## src/nvsc_consts.svh

```systemverilog
// Constants for the nonvolatile SRAM host controller.
// Assumes a 20 MHz core clock and an asynchronous SRAM pin bus.
`ifndef NVSC_CONSTS_SVH
`define NVSC_CONSTS_SVH

`define NVSC_CLK_MHZ          20
// Access timing in ns and derived cycle counts (least times round up)
`define NVSC_T_ACCESS_NS      45
`define NVSC_ACCESS_CYC       ((`NVSC_T_ACCESS_NS * `NVSC_CLK_MHZ + 999) / 1000 + 1)
`define NVSC_T_WP_NS          30
`define NVSC_WP_CYC           ((`NVSC_T_WP_NS * `NVSC_CLK_MHZ + 999) / 1000)
`define NVSC_T_SEL_NS         30
`define NVSC_SEL_CYC          ((`NVSC_T_SEL_NS * `NVSC_CLK_MHZ + 999) / 1000)
// Nonvolatile cycle durations in us
`define NVSC_T_STORE_US       10000
`define NVSC_STORE_CYC        (`NVSC_T_STORE_US * `NVSC_CLK_MHZ)
`define NVSC_T_RECALL_US      20
`define NVSC_RECALL_CYC       (`NVSC_T_RECALL_US * `NVSC_CLK_MHZ)
`define NVSC_T_RESTORE_US     550
`define NVSC_RESTORE_CYC      (`NVSC_T_RESTORE_US * `NVSC_CLK_MHZ)

// Software sequence addresses
`define NVSC_SEQ0             15'h0e38
`define NVSC_SEQ1             15'h31c7
`define NVSC_SEQ2             15'h03e0
`define NVSC_SEQ3             15'h3c1f
`define NVSC_SEQ4             15'h303f
`define NVSC_SEQ_STORE        15'h0fc0
`define NVSC_SEQ_RECALL       15'h0c63

`endif

```

## src/nvsc_pkg.sv

```systemverilog
// Types for the nonvolatile SRAM host controller.
// Assumes nothing beyond the constants header.
package nvsc_pkg;
    typedef enum logic [1:0] {
        NVSC_OP_READ   = 2'h0,
        NVSC_OP_WRITE  = 2'h1,
        NVSC_OP_STORE  = 2'h2,
        NVSC_OP_RECALL = 2'h3
    } nvsc_op_t;

    typedef enum logic [6:0] {
        NVSC_ST_IDLE  = 7'h01,
        NVSC_ST_SETUP = 7'h02,
        NVSC_ST_RD    = 7'h04,
        NVSC_ST_WR    = 7'h08,
        NVSC_ST_GAP   = 7'h10,
        NVSC_ST_WAIT  = 7'h20,
        NVSC_ST_PWRUP = 7'h40
    } nvsc_state_t;
endpackage

```

## src/nvsc_seq_rom.sv

```systemverilog
// Small table of the six-address software sequence.
// Assumes the constants header; output comes from a register.
`timescale 1ns/1ps
`include "nvsc_consts.svh"
module nvsc_seq_rom (
    // Clock and reset
    input  wire logic        core_clk_i,
    input  wire logic        reset_n_i,
    // Lookup
    input  wire logic [2:0]  index_i,
    input  wire logic        recall_i,
    output logic      [14:0] addr_o
);
    always_ff @(posedge core_clk_i or negedge reset_n_i) begin
        if (!reset_n_i) begin
            addr_o <= 15'h0000;
        end else begin
            unique case (index_i)
                3'h0:    addr_o <= `NVSC_SEQ0;
                3'h1:    addr_o <= `NVSC_SEQ1;
                3'h2:    addr_o <= `NVSC_SEQ2;
                3'h3:    addr_o <= `NVSC_SEQ3;
                3'h4:    addr_o <= `NVSC_SEQ4;
                default: addr_o <= recall_i ? `NVSC_SEQ_RECALL : `NVSC_SEQ_STORE;
            endcase
        end
    end
endmodule

```

## src/nvsc_host.sv

```systemverilog
// Host controller driving a nonvolatile SRAM over its parallel pins.
// Assumes one 20 MHz clock; device pins are asynchronous to it.
`timescale 1ns/1ps
`include "nvsc_consts.svh"
module nvsc_host
    import nvsc_pkg::*;
#(
    parameter int unsigned STORE_CYC   = `NVSC_STORE_CYC,
    parameter int unsigned RESTORE_CYC = `NVSC_RESTORE_CYC
) (
    // Clock and reset
    input  wire logic              core_clk_i,
    input  wire logic              reset_n_i,
    // User request
    input  wire logic              req_valid_i,
    input  wire nvsc_pkg::nvsc_op_t req_op_i,
    input  wire logic [14:0]       req_addr_i,
    input  wire logic [7:0]        req_wdata_i,
    output logic                   req_ready_o,
    output logic                   rsp_valid_o,
    output logic [7:0]             rsp_rdata_o,
    output logic                   busy_o,
    // Supply monitor (asynchronous, high when supply above switch level)
    input  wire logic              supply_ok_i,
    // SRAM pins
    output logic [14:0]            sram_addr_o,
    output logic                   sram_chip_sel_n_o,
    output logic                   sram_write_en_n_o,
    output logic                   sram_out_en_n_o,
    input  wire logic [7:0]        sram_data_i,
    output logic [7:0]             sram_data_o,
    output logic                   sram_data_oe_o
);
    import nvsc_pkg::*;

    localparam int unsigned WAIT_W = 24;

    nvsc_state_t     state;
    nvsc_op_t        op;
    logic [2:0]      seq_idx;
    logic [WAIT_W-1:0] timer;
    logic [1:0]      supply_sync;
    logic [7:0]      data_sync0;
    logic [7:0]      data_sync1;
    logic [14:0]     seq_addr;
    logic [2:0]      rom_idx;
    logic            seq_mode;
    logic            supply_ok;

    assign supply_ok = supply_sync[1];
    // Table is registered: fetch the next entry one cycle ahead
    assign rom_idx   = (state == NVSC_ST_GAP)  ? seq_idx + 3'h1 :
                       (state == NVSC_ST_IDLE) ? 3'h0 : seq_idx;

    // ------------------------------------------------------------
    // Input synchronisers
    // ------------------------------------------------------------
    always_ff @(posedge core_clk_i or negedge reset_n_i) begin
        if (!reset_n_i) begin
            supply_sync <= 2'h0;
            data_sync0  <= 8'h00;
            data_sync1  <= 8'h00;
        end else begin
            supply_sync <= {supply_sync[0], supply_ok_i};
            data_sync0  <= sram_data_i;
            data_sync1  <= data_sync0;
        end
    end

    nvsc_seq_rom u_seq_rom (
        .core_clk_i (core_clk_i),
        .reset_n_i  (reset_n_i),
        .index_i    (rom_idx),
        .recall_i   (op == NVSC_OP_RECALL),
        .addr_o     (seq_addr)
    );

    function automatic logic is_seq_op(input nvsc_op_t o);
        return (o == NVSC_OP_STORE) || (o == NVSC_OP_RECALL);
    endfunction

    assign seq_mode    = is_seq_op(op);
    // Writes and stores held off while supply low
    assign req_ready_o = (state == NVSC_ST_IDLE) &&
                         (supply_ok || req_op_i == NVSC_OP_READ ||
                          req_op_i == NVSC_OP_RECALL);
    assign busy_o      = (state != NVSC_ST_IDLE);

    // ------------------------------------------------------------
    // Access sequencer
    // ------------------------------------------------------------
    always_ff @(posedge core_clk_i or negedge reset_n_i) begin
        if (!reset_n_i) begin
            state   <= NVSC_ST_PWRUP;
            op      <= NVSC_OP_READ;
            seq_idx <= 3'h0;
            timer   <= '0;
        end else begin
            unique case (state)
                NVSC_ST_PWRUP: begin
                    // Wait out the power-up recall with the part deselected
                    if (!supply_ok) begin
                        timer <= WAIT_W'(RESTORE_CYC);
                    end else if (timer != '0) begin
                        timer <= timer - 1'b1;
                    end else begin
                        state <= NVSC_ST_IDLE;
                    end
                end
                NVSC_ST_IDLE: begin
                    seq_idx <= 3'h0;
                    if (req_valid_i && req_ready_o) begin
                        op    <= req_op_i;
                        state <= NVSC_ST_SETUP;
                    end else if (!supply_ok) begin
                        state <= NVSC_ST_PWRUP;
                    end
                end
                NVSC_ST_SETUP: begin
                    // Address settles before select falls
                    timer <= (op == NVSC_OP_WRITE) ? WAIT_W'(`NVSC_WP_CYC)
                                                   : WAIT_W'(`NVSC_ACCESS_CYC);
                    state <= (op == NVSC_OP_WRITE) ? NVSC_ST_WR : NVSC_ST_RD;
                end
                NVSC_ST_RD, NVSC_ST_WR: begin
                    if (timer != '0) begin
                        timer <= timer - 1'b1;
                    end else begin
                        state <= NVSC_ST_GAP;
                    end
                end
                NVSC_ST_GAP: begin
                    if (seq_mode && seq_idx != 3'h5) begin
                        // Next read of the sequence, back to back
                        seq_idx <= seq_idx + 3'h1;
                        state   <= NVSC_ST_SETUP;
                    end else if (seq_mode) begin
                        timer <= (op == NVSC_OP_STORE) ? WAIT_W'(STORE_CYC)
                                                       : WAIT_W'(`NVSC_RECALL_CYC);
                        state <= NVSC_ST_WAIT;
                    end else begin
                        state <= NVSC_ST_IDLE;
                    end
                end
                NVSC_ST_WAIT: begin
                    // Device ignores all access until cycle completes
                    if (timer != '0) begin
                        timer <= timer - 1'b1;
                    end else begin
                        state <= NVSC_ST_IDLE;
                    end
                end
                default: state <= NVSC_ST_IDLE;
            endcase
        end
    end

    // ------------------------------------------------------------
    // Pin drivers
    // ------------------------------------------------------------
    always_ff @(posedge core_clk_i or negedge reset_n_i) begin
        if (!reset_n_i) begin
            sram_addr_o       <= 15'h0000;
            sram_chip_sel_n_o <= 1'b1;
            sram_write_en_n_o <= 1'b1;
            sram_out_en_n_o   <= 1'b1;
            sram_data_o       <= 8'h00;
            sram_data_oe_o    <= 1'b0;
        end else begin
            sram_chip_sel_n_o <= 1'b1;
            sram_write_en_n_o <= 1'b1;
            sram_out_en_n_o   <= 1'b1;
            if (state == NVSC_ST_IDLE && req_valid_i && req_ready_o) begin
                sram_addr_o <= req_addr_i;
                sram_data_o <= req_wdata_i;
            end else if (state == NVSC_ST_SETUP && seq_mode) begin
                sram_addr_o <= seq_addr;
            end
            if (state == NVSC_ST_RD && timer != '0) begin
                // Select-framed read, write enable high, outputs on
                sram_chip_sel_n_o <= 1'b0;
                sram_out_en_n_o   <= 1'b0;
            end
            if (state == NVSC_ST_SETUP && op == NVSC_OP_WRITE && supply_ok) begin
                sram_data_oe_o <= 1'b1;
            end else if (state == NVSC_ST_GAP) begin
                sram_data_oe_o <= 1'b0;
            end
            if (state == NVSC_ST_WR && timer != '0 && supply_ok) begin
                // Output enable stays high for the whole write
                sram_chip_sel_n_o <= 1'b0;
                sram_write_en_n_o <= 1'b0;
            end
        end
    end

    // ------------------------------------------------------------
    // Read data capture
    // ------------------------------------------------------------
    always_ff @(posedge core_clk_i or negedge reset_n_i) begin
        if (!reset_n_i) begin
            rsp_valid_o <= 1'b0;
            rsp_rdata_o <= 8'h00;
        end else begin
            rsp_valid_o <= 1'b0;
            if (state == NVSC_ST_GAP && op == NVSC_OP_READ) begin
                rsp_valid_o <= 1'b1;
                rsp_rdata_o <= data_sync1;
            end
        end
    end

    AST_NO_WRITE_LOW_SUPPLY: assert property (@(posedge core_clk_i) disable iff (!reset_n_i)
        !sram_write_en_n_o |-> $past(supply_ok)) else $error("write while supply low");
    AST_WRITE_OE_HIGH: assert property (@(posedge core_clk_i) disable iff (!reset_n_i)
        !sram_write_en_n_o |-> sram_out_en_n_o && !sram_chip_sel_n_o) else $error("write frame bad");
    AST_SEQ_NO_WRITE: assert property (@(posedge core_clk_i) disable iff (!reset_n_i)
        seq_mode && state != NVSC_ST_IDLE |-> sram_write_en_n_o) else $error("write in sequence");
    AST_ADDR_STABLE_WR: assert property (@(posedge core_clk_i) disable iff (!reset_n_i)
        (!sram_write_en_n_o || $rose(sram_write_en_n_o)) |-> $stable(sram_addr_o))
        else $error("address moved in write");
    AST_ADDR_BEFORE_SEL: assert property (@(posedge core_clk_i) disable iff (!reset_n_i)
        $fell(sram_chip_sel_n_o) |-> $stable(sram_addr_o)) else $error("address at select");
    AST_DATA_DRIVEN_WR: assert property (@(posedge core_clk_i) disable iff (!reset_n_i)
        $rose(sram_write_en_n_o) |-> $past(sram_data_oe_o)) else $error("data not driven");
    AST_WAIT_IDLE_PINS: assert property (@(posedge core_clk_i) disable iff (!reset_n_i)
        state == NVSC_ST_WAIT |-> sram_chip_sel_n_o) else $error("access during nv cycle");
    AST_PWRUP_DESEL: assert property (@(posedge core_clk_i) disable iff (!reset_n_i)
        state == NVSC_ST_PWRUP |=> sram_chip_sel_n_o && sram_write_en_n_o) else $error("power-up access");
    AST_READ_RSP: assert property (@(posedge core_clk_i) disable iff (!reset_n_i)
        state == NVSC_ST_GAP && op == NVSC_OP_READ |=> rsp_valid_o) else $error("no read response");
endmodule

```

## config.mk

```make
export PLATFORM = sky130hd
export DESIGN_NAME = nvsc_host
export DESIGN_NICKNAME = d
export VERILOG_FILES = /design/src/nvsc_pkg.sv /design/src/nvsc_seq_rom.sv /design/src/nvsc_host.sv
export VERILOG_INCLUDE_DIRS = /design/src
export SDC_FILE = /design/constraint.sdc
export NUM_CORES = 1
export LEC_CHECK = 0
export BUFFER_PORTS_ARGS = -buffer_cell sky130_fd_sc_hd__buf_2
export CORE_ASPECT_RATIO = 0.6
export CORE_UTILIZATION = 39
export CTS_CLUSTER_DIAMETER = 30
export CTS_CLUSTER_SIZE = 10
export DETAILED_ROUTE_END_ITERATION = 12
export PLACE_DENSITY = 0.54
export SLEW_MARGIN = 30
export SYNTH_ARGS = -nofsm -noshare
export SYNTH_HDL_FRONTEND = slang
export SYNTH_SLANG_ARGS = --single-unit
```

## constraint.sdc

```tcl
create_clock -name core_clk_i -period 2.7 [get_ports core_clk_i]
set_input_delay 0.675 -clock core_clk_i [delete_from_list [all_inputs] [get_ports core_clk_i]]
set_output_delay 0.675 -clock core_clk_i [all_outputs]
set_load 0.005 [all_outputs]
```

# After elaboration in Yosys (flattened, before gate mapping)
# Cells that the tools add are included.
[classes]
addsub = 2
eq_ne = 23
mux = 30
n_reduce_logical = 29
[op_table]
columns = ["op", "n"]
rows = [
  ["two-way mux 24 bit", 4],
  ["one-hot mux 24 bit (4 select lines)", 1],
  ["one-hot mux 15 bit (5 select lines)", 1],
  ["one-hot mux 7 bit (6 select lines)", 1],
  ["two-way mux 7 bit", 5],
  ["two-way mux 15 bit", 2],
  ["nonzero test 24 bit", 1],
  ["subtractor 24 x 1 -> 24 bit, second input constant", 1],
  ["two-way mux 18 bit", 1],
  ["logical AND 1 bit", 12],
  ["two-way mux 6 bit", 2],
  ["two-way mux 10 bit", 1],
  ["two-way mux 3 bit", 3],
  ["inequality test 2 bit, second input constant", 4],
  ["equality test 7 x 1 -> 1 bit, second input constant", 1],
  ["equality test 7 x 2 -> 1 bit, second input constant", 1],
  ["equality test 7 x 3 -> 1 bit, second input constant", 1],
  ["equality test 7 x 4 -> 1 bit, second input constant", 1],
  ["equality test 7 x 5 -> 1 bit, second input constant", 1],
  ["equality test 7 x 6 -> 1 bit, second input constant", 1],
  ["equality test 7 bit, second input constant", 1],
  ["inequality test 7 x 1 -> 1 bit, second input constant", 1],
  ["equality test 2 bit, second input constant", 3],
  ["equality test 3 x 2 -> 1 bit, second input constant", 2],
  ["20 further kinds", 32],
]
[totals]
reg_bits = 105
in_bits = 37
output_inout_bits = 38
wordCells = 100

# Logic depth before layout (Yosys ltp)
[depth]
depth_word = 7
ltp_mapped = 8
mapped_depth_nobuf = 7

# By module
# From an unflattened synthesis, not the netlist that was laid out.
[hier_totals]
cells_unflattened = 431
area_unflattened_um2 = 4589.4
[modules_own_cells]
columns = ["module", "n_inst", "cells_per_inst", "area_each_um2", "seq_area_each_um2"]
rows = [
  ["nvsc_host", 1, 397, 4220.3, 2257.2],
  ["nvsc_seq_rom", 1, 34, 369.1, 200.2],
]

# Worst setup path after synthesis
# No wires, ideal clock.
[synth_timing]
path_type = "reg-to-output"
from = "register state[3]"
to = "output req_ready_o"
arrival_ps = 1553
required_time_ps = 2025
slack_ps = 472
path_stages_with_launch = 6
path_buffers = 1
path_cell_list = "dfrtp_1 > clkbuf_1 > or4b_1 > nor2_2 > inv_1 > nor2_1"
[synth_via]
elab_chain_len = 2
[synth_lines]
columns = ["item", "line_no", "source"]
rows = [
  ["start: declaration", "nvsc_host.sv:38", "nvsc_state_t state;"],
  ["start signal: assignment", "nvsc_host.sv:123", "state <= (op == NVSC_OP_WRITE) ? NVSC_ST_WR : NVSC_ST_RD;"],
  ["equality test 7 x 1 -> 1 bit", "nvsc_host.sv:84", "assign req_ready_o = (state == NVSC_ST_IDLE) &&"],
  ["logical AND 1 bit", "nvsc_host.sv:84", ""],
  ["end: declaration", "nvsc_host.sv:19", "output logic req_ready_o,"],
]
# Every way passes these cells.

# Worst setup path after layout
# Ends and elaborated chain as after synthesis.

==> impl_metrics.ini <==
[layout]
final_layout_size_suffix_gt1_share_pct = 23.9
mostFrequentLayoutCells = 91 x dfrtp_1, 73 x nand2_1, 73 x buf_2
n_antenna_cell = 0
multi_input_area_sq_um = 2180
areaGrowthSynthToFinish_pct = 20.0
nets = 609
fin_cells = 739
final_common_cell = dfrtp_1
final_core_util_pct = 48.0
ff_latch_area_sq_um = 2460
nFillCells = 1145

[setup_path]
crit_path_end_kind = primary output
cp_max_fo = 11
cp_data_required_time_ns = 2.03
cp-start-kind = flop
path_class = reg -> out
arrival_ns = 1.92

[run]
cap_violations = 0

[sta]
slew_headroom_pct = 50.7
slew_viol_final = 0
fmax_ghz = 0.386
whs_ns = 0.244
worstMarginPinSlew_ns = 0.739
finalClockSkew_ns = 0.00627
timing.final.crit_share_pct = 96.0
rsz0062_at_grt = false
hold_violations = 0
setup_violations = 0
min_period_ns = 2.59
finalSetupTns_ns = 0

[clock_network]
cts_max_level = 3
clk_latency_ns = 0.35
root_buffer = clkbuf_16
cts_tree = yes
clock-sinks = 98
clk_pin_slew_ns = 0.07
cts_buffer_depth = 2
numCtsBuffers = 9
postCtsHoldBufs = 0

[yosys]
synth.distinct_cells = 65
synthArstFlopShare_pct = 100
synthCells = 489
synthFlopType = dfrtp_1
ys_ff_latch = 98
yosysSeqAreaShare_pct = 50.9
syn_avg_cell_area_sq_um = 9.87
synthesis.nets = 529
synth_edf_count = 0
synth_warnings = 0
syn_area_sq_um = 4830

[placement]
placed_cells = 722
port_buffers = 74
hpwl_um = 9560
gp_congestion = 0.923

[routing]
drt_iter0_drc = 333
vias_per_cell = 5.61
drc = 0
wire_per_inst_um = 17.4
routed_wirelength_um = 12800
dr.pass1.iters = 5
dr_total_vias = 4146
antenna_left = 0

[die]
dieArea_sq_um = 12800
dieWidth_um = 146
num_rows = 31
floorplan.initialDensity_pct = 40.0
ios = 75
core_sq_um = 12100
die_y_um = 88.2

[global_routing]
grt_pass1_vias = 3578
grt_usage_pct = 21.0
antenna_found_initial = 0
grt_pass1_wl_um = 20400
grt_max_degree = 69
grt_overflow = 0

[pwr]
p_total_w = 0.00535
ir_drop_uv = 383
power.density_nw_per_um2 = 924
cellLeakagePower_nw = 2.61

[status]
status = completed

[worst_hold_path]
hold_path_class = in -> async
## logic make-up after synthesis
kind of cell	Yosys count	share of synthesized area, %
AOI/OAI and AO/OA	113	16.9
xor gates and xnor gates	7	1.27
adders and majority gates	3	0.778
buffers and inverters	51	4.12
DFF	98	50.9
muxes	22	5.03
and+or+nand+nor	195	21.0
## final timing paths
path,startpoint,end,slack (ns),depth (start not counted)
hold reg to reg,data_sync0[7],data_sync1[7],0.35,0
max in group asynchronous,reset_n_i,state[6],1.72,2
setup / recovery,state[3],req_ready_o,0.11,5
hold / removal,reset_n_i,sram_addr_o[4],0.24,1
setup reg to reg,timer[6],timer[23],0.27,5
min in group core_clk_i,data_sync0[7],data_sync1[7],0.35,0
## cell usage after synthesis, types with 9 or more instances
cell type	n	area, sq um
a211oi_1	11	82.6
a21oi_1	9	45.0
clkbuf_1	21	78.8
dfrtp_1	94	2350
inv_1	24	90.1
mux2i_1	13	130
nand2_1	73	274
nand3_1	18	90.1
nor2_1	29	109
nor3_1	10	50.1
nor4_1	10	62.6
o21ai_0	23	115
## state kept, by name (all words and copies together), names as in the netlist, 2 cells and up
signal,flops
timer,24
sram_data_o,8
seq_idx,3
u_seq_rom.addr_o,8
data_sync1,8
state,7
op,2
supply_sync,2
rsp_rdata_o,8
sram_addr_o,15
data_sync0,8
## stage by stage
| stage | area (sq um) | worst slack [ns] |
|---|---|---|
| final | 5790 | 0.107 |
| after global routing | 5790 | 0.0329 |
| after CTS | 5780 | 0.00139 |
| after detailed placement | 5470 | 0.290 |
| after global placement | 5470 | 0.385 |
| after floorplan | 4830 | 0.472 |
## worst max-delay path: stages (launching register included)
cell and delay [ns]:
dfrtp_2 0.49, or4b_1 0.60, nor2_4 0.17, inv_2 0.08
nor2_1 0.11, buf_2 0.12
## what timing repair did
action                                  in CTS  in global routing
pin swaps                                    0                  1
endpoints found under the setup margin       2                  1
endpoints found under the hold margin        0                  0
buffers inserted                             0                  1
resized for setup                            4                  1
## layout make-up
class	instances	area share, %
Multi-Input combinational cell	340	37.6
Sequential cell	98	42.5
Tap cell	165	3.56
Timing Repair Buffer	96	9.51
Clock buffer	10	3.95
Clock inverter	6	1.36
Inverter	24	1.56
## where the power goes
part           leakage, nW  total [W]  internal [W]  switching [W]
clock network        0.142    0.00132      0.000732       0.000588
logic                 1.26    0.00192      0.000805        0.00111
registers             1.21    0.00211       0.00182       0.000294
## layer usage
| layer | GRT usage (%) | wire (um) | up-vias |
|---|---|---|---|
| li1 | - | - | 1953 |
| met1 | 34.2 | 6990 | 2006 |
| met2 | 25.0 | 4580 | 172 |
| met3 | 6.56 | 1100 | 15 |
| met4 | 5.55 | 163 | 0 |
| met5 | 0 | 0 | - |
(Power assumes the default switching activity.)
